<file path="src/rtl/fps_pkg.sv">
/*
  fps_pkg: constants, opcodes, register map and carrier types for the
  serial flash program/erase controller.
  assumes: a 20 MHz system clock and a flash part wired in spi mode 0.
*/
package fps_pkg;

  // timing
  localparam int unsigned CLK_NS          = 50;
  localparam int unsigned SCLK_HALF_NS    = 200;
  localparam int unsigned SCLK_HALF_CYC_I = (SCLK_HALF_NS + CLK_NS - 1) / CLK_NS;
  localparam logic [3:0]  SCLK_HALF_CYC   = 4'(SCLK_HALF_CYC_I);
  localparam int unsigned CS_GAP_NS       = 100;
  localparam int unsigned CS_GAP_CYC_I    = (CS_GAP_NS + CLK_NS - 1) / CLK_NS;
  localparam logic [3:0]  CS_GAP_CYC      = 4'(CS_GAP_CYC_I);

  // flash opcodes
  localparam logic [7:0] OP_WRSR  = 8'h01;
  localparam logic [7:0] OP_PP    = 8'h02;
  localparam logic [7:0] OP_RDSR  = 8'h05;
  localparam logic [7:0] OP_QPP   = 8'h32;
  localparam logic [7:0] OP_SECPP = 8'h42;
  localparam logic [7:0] OP_SE    = 8'h20;
  localparam logic [7:0] OP_BE32  = 8'h52;
  localparam logic [7:0] OP_BE64  = 8'hd8;
  localparam logic [7:0] OP_CE1   = 8'hc7;
  localparam logic [7:0] OP_CE2   = 8'h60;
  localparam logic [7:0] OP_SECER = 8'h44;
  localparam logic [7:0] OP_SUSP  = 8'h75;
  localparam logic [7:0] OP_RESM  = 8'h7a;

  // frame geometry
  localparam logic [9:0] ADDR_BYTES = 10'd3;
  localparam logic [8:0] PAGE_BYTES = 9'd256;
  localparam logic [3:0] STAT_BITS  = 4'd8;

  // register map, byte addresses
  localparam int unsigned AXI_AW   = 12;
  localparam logic [11:0] REG_CMD  = 12'h000;
  localparam logic [11:0] REG_ADDR = 12'h004;
  localparam logic [11:0] REG_LEN  = 12'h008;
  localparam logic [11:0] REG_STAT = 12'h00c;
  localparam logic [11:0] BUF_BASE = 12'h100;
  localparam logic [11:0] BUF_END  = 12'h1fc;
  localparam logic [1:0]  RESP_OKAY   = 2'b00;
  localparam logic [1:0]  RESP_SLVERR = 2'b10;

  // pin carrier
  typedef struct packed {
    logic       cs_n;
    logic       sclk;
    logic [3:0] io_o;
    logic [3:0] io_oe;
  } fps_pins_t;

  // one lane step: levels to drive, rest of the byte, units still to go
  typedef struct packed {
    logic [3:0] io;
    logic [7:0] sh;
    logic [2:0] left;
  } fps_lane_t;

  typedef enum logic [1:0] {
    ST_IDLE = 2'b00,
    ST_XFER = 2'b01,
    ST_RECV = 2'b10,
    ST_GAP  = 2'b11
  } fps_state_t;

  typedef enum logic [1:0] {
    KIND_NONE  = 2'b00,
    KIND_PROG  = 2'b01,
    KIND_ERASE = 2'b10,
    KIND_CHIP  = 2'b11
  } fps_kind_t;

  function automatic logic is_erase(input logic [7:0] op);
    return op == OP_SE || op == OP_BE32 || op == OP_BE64 || op == OP_CE1 ||
           op == OP_CE2 || op == OP_SECER;
  endfunction

  function automatic logic is_prog(input logic [7:0] op);
    return op == OP_PP || op == OP_QPP || op == OP_SECPP;
  endfunction

endpackage

</file>
<file path="src/rtl/fps_ctrl.sv">
/*
  fps_ctrl: host-side controller that issues program, erase, suspend,
  resume and status-read frames to a serial nor flash.
  assumes: software drives it over axi4-lite and issues write enable (06h)
  itself; flash io pins are resolved by the surroundings from io_o/io_oe.
*/
// Local design decisions: the register offsets and the AXI4-Lite register port.
// Notes on behaviour
// - quad page program: 32h, 24-bit address, 1..256 data bytes, all on four lines
// - sector erase is 20h plus 24-bit address, clears a 4K-byte sector
// - 32K-byte block erase is 52h plus 24-bit address
// - 64K-byte block erase is d8h plus 24-bit address
// - whole-array erase is c7h or 60h with no address
// - chip select rises only at a byte boundary after the last bit
// - while erase is suspended, no status write and no erase opcodes
// - while program is suspended, no status write and no program opcodes
// - after resume, wait the suspend latency before the next suspend
// - chip select stays low through the whole quad program frame
module fps_ctrl
  import fps_pkg::*;
#(
  parameter int unsigned SUSP_LAT_NS = 20000
) (
  // clock and reset
  input  wire logic              aclk,
  input  wire logic              aresetn,
  // axi4-lite write address and data
  input  wire logic [AXI_AW-1:0] s_axi_awaddr,
  input  wire logic              s_axi_awvalid,
  output logic                   s_axi_awready,
  input  wire logic [31:0]       s_axi_wdata,
  input  wire logic [3:0]        s_axi_wstrb,
  input  wire logic              s_axi_wvalid,
  output logic                   s_axi_wready,
  // axi4-lite write response
  output logic [1:0]             s_axi_bresp,
  output logic                   s_axi_bvalid,
  input  wire logic              s_axi_bready,
  // axi4-lite read
  input  wire logic [AXI_AW-1:0] s_axi_araddr,
  input  wire logic              s_axi_arvalid,
  output logic                   s_axi_arready,
  output logic [31:0]            s_axi_rdata,
  output logic [1:0]             s_axi_rresp,
  output logic                   s_axi_rvalid,
  input  wire logic              s_axi_rready,
  // flash pins
  output fps_pins_t              flash_o,
  input  wire logic [3:0]        flash_io_i
);

  localparam int unsigned SUSP_CYC_I = (SUSP_LAT_NS + CLK_NS - 1) / CLK_NS;
  localparam logic [15:0] SUSP_CYC   = 16'(SUSP_CYC_I);

  fps_state_t  state;
  fps_kind_t   kind;
  logic [7:0]  page_buf [0:255];
  logic [7:0]  op_r;
  logic [23:0] addr_r;
  logic [8:0]  len_r;
  logic [9:0]  n_tx;
  logic        quad_r;
  logic        want_rx;
  logic        erase_susp;
  logic        prog_susp;
  logic        refused;
  logic [15:0] guard;
  logic [7:0]  stat_byte;
  logic [7:0]  sh;
  logic [2:0]  units_left;
  logic [3:0]  rx_left;
  logic [7:0]  rx_sh;
  logic [8:0]  byte_idx;
  logic [3:0]  div_cnt;
  logic [3:0]  io_s1;
  logic [3:0]  io_s2;
  logic        wr_take;
  logic        rd_take;
  logic        cmd_sel;
  logic        cmd_bad;
  logic        cmd_go;
  logic [7:0]  wr_op;
  logic [9:0]  len_eff;
  logic [9:0]  next_n_tx;
  logic [31:0] rd_data;
  logic        rd_err;
  logic        wr_err;
  fps_lane_t   lane_nx;
  fps_lane_t   lane_op;

  function automatic fps_lane_t lane_load(input logic [7:0] b, input logic q);
    fps_lane_t l;
    l.io   = q ? b[7:4] : {3'b000, b[7]};
    l.sh   = q ? {b[3:0], 4'h0} : {b[6:0], 1'b0};
    l.left = q ? 3'd1 : 3'd7;
    return l;
  endfunction

  function automatic logic [31:0] merge(input logic [31:0] o, input logic [31:0] n,
                                        input logic [3:0] s);
    logic [31:0] r;
    r = o;
    for (int i = 0; i < 4; i++) begin
      if (s[i]) begin
        r[i*8 +: 8] = n[i*8 +: 8];
      end
    end
    return r;
  endfunction

  // pin inputs through two flops, only io_s2 is read
  always_ff @(posedge aclk) begin
    io_s1 <= flash_io_i;
    io_s2 <= io_s1;
  end

  // write and read channel handshakes
  assign wr_take = s_axi_awready && s_axi_awvalid && s_axi_wvalid;
  assign rd_take = s_axi_arready && s_axi_arvalid;
  assign wr_op   = s_axi_wdata[7:0];
  assign cmd_sel = wr_take && s_axi_awaddr == REG_CMD && s_axi_wstrb[0];
  assign wr_err  = !(s_axi_awaddr == REG_CMD || s_axi_awaddr == REG_ADDR ||
                     s_axi_awaddr == REG_LEN || s_axi_awaddr == REG_STAT ||
                     (s_axi_awaddr >= BUF_BASE && s_axi_awaddr <= BUF_END));

  assign len_eff = (len_r == 9'd0) ? 10'd1 :
                   (len_r > PAGE_BYTES) ? {1'b0, PAGE_BYTES} : {1'b0, len_r};

  always_comb begin
    next_n_tx = 10'd1;
    if (is_prog(wr_op) || wr_op == OP_SE || wr_op == OP_BE32 || wr_op == OP_BE64) begin
      next_n_tx = next_n_tx + ADDR_BYTES;
    end
    if (wr_op == OP_PP || wr_op == OP_QPP) begin
      next_n_tx = next_n_tx + len_eff;
    end
  end

  // erase lock, program lock, no suspend of chip erase
  always_comb begin
    cmd_bad = state != ST_IDLE;
    if (erase_susp && (is_erase(wr_op) || wr_op == OP_WRSR)) begin
      cmd_bad = 1'b1;
    end
    if (prog_susp && (is_prog(wr_op) || wr_op == OP_WRSR)) begin
      cmd_bad = 1'b1;
    end
    if (wr_op == OP_SUSP && (guard != 16'h0 || kind == KIND_CHIP)) begin
      cmd_bad = 1'b1;
    end
  end
  assign cmd_go = cmd_sel && !cmd_bad;

  // axi handshake and response flops
  always_ff @(posedge aclk) begin
    if (!aresetn) begin
      s_axi_awready <= 1'b0;
      s_axi_wready  <= 1'b0;
      s_axi_bvalid  <= 1'b0;
      s_axi_bresp   <= RESP_OKAY;
      s_axi_arready <= 1'b0;
      s_axi_rvalid  <= 1'b0;
      s_axi_rresp   <= RESP_OKAY;
      s_axi_rdata   <= 32'h0;
    end else begin
      s_axi_awready <= !s_axi_awready && !s_axi_bvalid && s_axi_awvalid && s_axi_wvalid;
      s_axi_wready  <= !s_axi_awready && !s_axi_bvalid && s_axi_awvalid && s_axi_wvalid;
      if (wr_take) begin
        s_axi_bvalid <= 1'b1;
        s_axi_bresp  <= wr_err ? RESP_SLVERR : RESP_OKAY;
      end else if (s_axi_bready) begin
        s_axi_bvalid <= 1'b0;
      end
      s_axi_arready <= !s_axi_arready && !s_axi_rvalid && s_axi_arvalid;
      if (rd_take) begin
        s_axi_rvalid <= 1'b1;
        s_axi_rdata  <= rd_data;
        s_axi_rresp  <= rd_err ? RESP_SLVERR : RESP_OKAY;
      end else if (s_axi_rready) begin
        s_axi_rvalid <= 1'b0;
      end
    end
  end

  // read decode
  always_comb begin
    rd_data = 32'h0;
    rd_err  = 1'b0;
    if (s_axi_araddr >= BUF_BASE && s_axi_araddr <= BUF_END) begin
      for (int i = 0; i < 4; i++) begin
        rd_data[i*8 +: 8] = page_buf[{s_axi_araddr[7:2], 2'(i)}];
      end
    end else begin
      case (s_axi_araddr)
        REG_CMD:  rd_data = {24'h0, op_r};
        REG_ADDR: rd_data = {8'h0, addr_r};
        REG_LEN:  rd_data = {23'h0, len_r};
        REG_STAT: rd_data = {16'h0, stat_byte, 3'b000, guard != 16'h0, prog_susp,
                             erase_susp, refused, state != ST_IDLE};
        default:  rd_err = 1'b1;
      endcase
    end
  end

  // page data buffer, byte lanes honoured
  always_ff @(posedge aclk) begin
    if (wr_take && s_axi_awaddr >= BUF_BASE && s_axi_awaddr <= BUF_END) begin
      for (int i = 0; i < 4; i++) begin
        if (s_axi_wstrb[i]) begin
          page_buf[{s_axi_awaddr[7:2], 2'(i)}] <= s_axi_wdata[i*8 +: 8];
        end
      end
    end
  end

  // command registers and suspend bookkeeping
  always_ff @(posedge aclk) begin
    if (!aresetn) begin
      op_r       <= 8'h00;
      addr_r     <= 24'h0;
      len_r      <= 9'h001;
      n_tx       <= 10'h001;
      quad_r     <= 1'b0;
      want_rx    <= 1'b0;
      kind       <= KIND_NONE;
      erase_susp <= 1'b0;
      prog_susp  <= 1'b0;
      refused    <= 1'b0;
      guard      <= 16'h0;
    end else begin
      if (guard != 16'h0) begin
        guard <= guard - 16'h1;
      end
      if (wr_take && s_axi_awaddr == REG_ADDR) begin
        addr_r <= 24'(merge({8'h0, addr_r}, s_axi_wdata, s_axi_wstrb));
      end
      if (wr_take && s_axi_awaddr == REG_LEN) begin
        len_r <= 9'(merge({23'h0, len_r}, s_axi_wdata, s_axi_wstrb));
      end
      if (cmd_sel) begin
        refused <= cmd_bad;
      end
      if (cmd_go) begin
        op_r    <= wr_op;
        n_tx    <= next_n_tx;
        quad_r  <= wr_op == OP_QPP;
        want_rx <= wr_op == OP_RDSR;
        if (is_prog(wr_op)) begin
          kind <= KIND_PROG;
        end else if (wr_op == OP_CE1 || wr_op == OP_CE2) begin
          kind <= KIND_CHIP;
        end else if (is_erase(wr_op)) begin
          kind <= KIND_ERASE;
        end
        if (wr_op == OP_SUSP) begin
          erase_susp <= kind == KIND_ERASE;
          prog_susp  <= kind == KIND_PROG;
        end
        if (wr_op == OP_RESM) begin
          erase_susp <= 1'b0;
          prog_susp  <= 1'b0;
          guard      <= SUSP_CYC;
        end
      end
    end
  end

  // opcode byte, on four lines for quad program
  assign lane_op = lane_load(wr_op, wr_op == OP_QPP);

  // byte source for the frame
  always_comb begin
    case (byte_idx + 9'd1)
      9'd1:    lane_nx = lane_load(addr_r[23:16], quad_r);
      9'd2:    lane_nx = lane_load(addr_r[15:8], quad_r);
      9'd3:    lane_nx = lane_load(addr_r[7:0], quad_r);
      default: lane_nx = lane_load(page_buf[8'(byte_idx - 9'd3)], quad_r);
    endcase
  end

  // serial engine: mode 0, shift on falling, flash samples on rising
  always_ff @(posedge aclk) begin
    if (!aresetn) begin
      state      <= ST_IDLE;
      flash_o    <= '{cs_n: 1'b1, sclk: 1'b0, io_o: 4'h0, io_oe: 4'h0};
      sh         <= 8'h00;
      units_left <= 3'd0;
      rx_left    <= 4'd0;
      rx_sh      <= 8'h00;
      byte_idx   <= 9'd0;
      div_cnt    <= 4'h0;
      stat_byte  <= 8'h00;
    end else begin
      case (state)
        ST_IDLE: begin
          if (cmd_go) begin
            flash_o.cs_n  <= 1'b0;
            flash_o.io_o  <= lane_op.io;
            flash_o.io_oe <= (wr_op == OP_QPP) ? 4'hf : 4'h1;
            sh            <= lane_op.sh;
            units_left    <= lane_op.left;
            byte_idx      <= 9'd0;
            div_cnt       <= 4'h0;
            state         <= ST_XFER;
          end
        end
        ST_XFER, ST_RECV: begin
          if (div_cnt == SCLK_HALF_CYC - 4'h1) begin
            div_cnt <= 4'h0;
            if (!flash_o.sclk) begin
              flash_o.sclk <= 1'b1;
              if (state == ST_RECV) begin
                rx_sh   <= {rx_sh[6:0], io_s2[1]};
                rx_left <= rx_left - 4'd1;
              end
            end else begin
              flash_o.sclk <= 1'b0;
              if (state == ST_RECV) begin
                if (rx_left == 4'd0) begin
                  stat_byte     <= rx_sh;
                  flash_o.cs_n  <= 1'b1;
                  state         <= ST_GAP;
                end
              end else if (units_left != 3'd0) begin
                // four lanes per unit in quad frames
                flash_o.io_o <= quad_r ? sh[7:4] : {3'b000, sh[7]};
                sh           <= quad_r ? {sh[3:0], 4'h0} : {sh[6:0], 1'b0};
                units_left   <= units_left - 3'd1;
              end else if ({1'b0, byte_idx} + 10'd1 < n_tx) begin
                byte_idx     <= byte_idx + 9'd1;
                flash_o.io_o <= lane_nx.io;
                sh           <= lane_nx.sh;
                units_left   <= lane_nx.left;
              end else if (want_rx) begin
                state         <= ST_RECV;
                rx_left       <= STAT_BITS;
                flash_o.io_oe <= 4'h0;
              end else begin
                // release after the last bit of the last byte
                flash_o.cs_n  <= 1'b1;
                flash_o.io_oe <= 4'h0;
                state         <= ST_GAP;
              end
            end
          end else begin
            div_cnt <= div_cnt + 4'h1;
          end
        end
        ST_GAP: begin
          if (div_cnt == CS_GAP_CYC - 4'h1) begin
            div_cnt <= 4'h0;
            state   <= ST_IDLE;
          end else begin
            div_cnt <= div_cnt + 4'h1;
          end
        end
        default: state <= ST_IDLE;
      endcase
    end
  end
endmodule

</file>
<file path="config.mk">
export PLATFORM = sky130hd
export DESIGN_NAME = fps_ctrl
export DESIGN_NICKNAME = d
export VERILOG_FILES = /design/src/rtl/fps_pkg.sv /design/src/rtl/fps_ctrl.sv
export SDC_FILE = /design/constraint.sdc
export NUM_CORES = 2
export LEC_CHECK = 0
export CAP_MARGIN = 0
export CORE_MARGIN = 3
export CORE_UTILIZATION = 42
export CTS_CLUSTER_SIZE = 25
export DETAILED_ROUTE_END_ITERATION = 7
export DONT_BUFFER_PORTS = 1
export PLACE_DENSITY_LB_ADDON = 0.3
export SYNTH_ARGS = -nofsm -noshare
export SYNTH_HDL_FRONTEND = slang
export SYNTH_SLANG_ARGS = --single-unit
</file>
<file path="constraint.sdc">
create_clock -name aclk -period 12.4 [get_ports aclk]
set_clock_uncertainty 0.2 [all_clocks]
set_input_delay 1.24 -clock aclk [delete_from_list [all_inputs] [get_ports aclk]]
set_output_delay 1.24 -clock aclk [all_outputs]
set_load 0.02 [all_outputs]
</file>
==> key figures <==
Yosys
  – Synth cell types: 88
  – Predominant post-synthesis flop cell: edfxtp_1
  – Yosys top cell area share: 0.585
  – Post-synthesis sequential area ratio: 0.617
  – EDFF count, synth: 2048
  – Synth warn: 0
  – Synth area leader: edfxtp_1
  – Yosys reg bits: 2215
  – Synth top area cells: edfxtp_1 59%, mux4_2 26%, dfxtp_1 3.2%, nand2_1 1.6%, nor2_1 1.3%
  – Cell count after synthesis: 5767
  – Synthesized area per cell: 18.2 sq um
  – Post-Syn Area: 105000 sq um
  – Post-synth ARST share: 0

Worst setup path
  – Arrival time worst endpoint: 7.25 ns
  – Critical path class: reg2reg
  – Startpoint types: register
  – R2R setup slack: 5.75 ns
  – Max FO, Critical Path: 74
  – CP required: 13.00 ns
  – CP Capture Type: register

Clock tree
  – Clock Pin Slew Worst Setup and Hold Paths: 0.07 ns
  – Clk_lat worst skew: 0.91 ns
  – Clock root buffer master: clkbuf_16
  – H-tree levels: 4
  – TritonCTS Buffers: 224
  – Postcts setup bufs: 0
  – Hold Buf Count CTS: 0
  – Cts repair resizes: 0
  – CTS Sinks: 2215
  – Max clock buf depth: 3
  – CTS tree: built

Power
  – Sequential share of power: 0.512
  – Leakage: 35.6 nW
  – Clock power frac: 0.432
  – Comb power frac: 0.056
  – Peak supply drop: 0.145 mV
  – NetSw: 3.61 mW
  – Pint: 12.4 mW
  – P per Cell Area: 138 nW/um^2
  – Sw frac: 0.225

Die
  – Site row count: 182
  – Chip Height: 506 um
  – Initial Utilization: 0.425
  – I/O pins: 122
  – Die ar.: 256000 sq um
  – Core area: 247000 sq um
  – Die Wd: 506 um

Detailed routing
  – Total Wirelength: 405000 um
  – Iteration-0 DRC Markers: 13300
  – Post-route ant nets: 0
  – Via count: 66100
  – Avg WL per Cell: 43.6 um
  – Initial DRT Pass Iterations: 8
  – DRC viols: 0
  – DR vias/cell: 7.12

Run status
  – Failing checks: slew limit
  – Status: finished, violations left

Timing
  – Max Freq: 0.150 GHz
  – Number of hold violations in the final report: 0
  – Setup TNS: 0 ns
  – Slew Limit Fails: 534
  – Tightest Pin Transition: 2.57 ns
  – Period utilisation layout: 0.537
  – Unrepaired setup endpoints after global routing: no
  – Post-route minimum period: 6.65 ns
  – Slew margin rel.: -0.711
  – Final setup fails: 0
  – Worst hold slack: 0.131 ns

Layout
  – Layout Nets: 5831
  – Share of post-route cells with drive strength above 1: 0.307
  – Final core utilization: 0.470
  – Most frequent cells in the layout: 2048 x edfxtp_1, 1211 x mux4_2, 448 x nand2_1
  – Layout area overhead: 10.7%
  – Most common cell after layout, fill and taps aside: edfxtp_1
  – Filler cells: 20600

Global routing
  – Initial antenna violation count: 72
  – GRT Total Usage: 0.311
  – First-pass GRT wire length: 545000 um
  – Largest net degree at the start of global routing: 533
  – Vias in the first global route: 62800
  – GRT Residual Overflow: 0

Place
  – HPWL reported at the end of detailed placement: 262000 um
  – IO buf count: 0
  – RePlAce Congestion: 0.986

Min path
  – Hold crit path type: reg2reg

Flow run
  – Max_cap viols: 0
## layout make-up
type / count / area, sq um / area share
repair buffers: 188 / 1540 / 0.0132
flip-flops and latches: 2215 / 64800 / 0.558
clock inverters: 153 / 1530 / 0.0132
clock buffers: 266 / 5890 / 0.0506
well taps: 3312 / 4140 / 0.0356
multi-input cells: 3057 / 38100 / 0.327
inverters: 46 / 175 / 0.00151
diodes: 48 / 120 / 0.00103
## synth_stat cells, types with 33 or more instances
cell type  count
buf_2        122
inv_1         43
a21oi_1       53
edfxtp_1    2048
nand3_1      153
nor2b_1       88
nand4_1       41
mux2i_1      116
clkbuf_1     193
a21boi_0      33
buf_4         50
buf_1         69
nor3_1        37
mux4_2      1211
nand2_1      453
nor2_1       350
o21ai_0       48
dfxtp_1      167
## kinds of logic after synthesis
kind of cell	after synthesis	synth area share
compound gates	378	0.0260
xor+xnor	32	0.00299
fa+ha+maj	28	0.00333
buf+inv	496	0.0221
flops	2215	0.617
mux	1349	0.273
other cells	1	0.0000357
simple gates	1268	0.0552
## metal layers
| metal | part of all wire | global-route usage | up-vias | routed length, um |
|---|---|---|---|---|
| met3 | 0.16 | 0.135 | 1154 | 65500 |
| met4 | 0.066 | 0.167 | 26 | 26600 |
| met5 | 0.00046 | 0 | - | 187 |
| met2 | 0.44 | 0.453 | 6128 | 177000 |
| li1 | - | - | 24200 | - |
| met1 | 0.33 | 0.393 | 34600 | 135000 |
## power by group through the flow
stage	clock, mW	sequential [mW]	combinational, mW
after floorplan	0	8.37	0.621
after global placement	0	8.38	0.826
after detailed placement	0	8.38	0.836
after CTS	6.95	8.22	0.839
after global routing	7.24	8.22	0.903
final	6.93	8.22	0.901
## flip-flops by register name, indices dropped and copies added, names as in the netlist, 7 cells and up
name         flops
sh               7
stat_byte        8
op_r             8
s_axi_rdata     32
rx_sh            8
n_tx            10
page_buf      2048
addr_r          24
flash_o          8
guard           16
len_r            9
byte_idx         9
## worst max-delay path, cell delays in order (launching register included)
cell and delay, ns:
dfxtp_4 0.73, buf_12 0.39, ha_1 0.57, xnor2_2 0.20, buf_4 0.39, buf_4 0.78
buf_4 0.59, mux4_2 0.45, mux2i_1 0.63, nor3_1 0.11, or4_1 0.53, nand3_1 0.42
o21ai_1 0.18, a41o_1 0.26
## metrics by stage
| step | setup slack (ns) | total power, mW | cells | cell area (sq um) |
|---|---|---|---|---|
| 2_1_floorplan | 8.11 | 8.99 | 5768 | 105000 |
| 3_3_place_gp | 5.87 | 9.20 | 8817 | 109000 |
| 3_5_place_dp | 5.87 | 9.22 | 8817 | 109000 |
| 4_1_cts | 5.85 | 16.0 | 9236 | 116000 |
| 5_1_grt | 5.48 | 16.4 | 9239 | 116000 |
| 6_report | 5.75 | 16.1 | 9285 | 116000 |
## final timing paths
check / startpoint / endpoint / depth (start not counted)
hold reg to reg: io_s1[1] / io_s2[1] / 0
setup reg to reg: byte_idx[0] / flash_o[7] / 13
setup / recovery: byte_idx[0] / flash_o[7] / 13
hold / removal: io_s1[1] / io_s2[1] / 0
(Power assumes the default switching activity.)
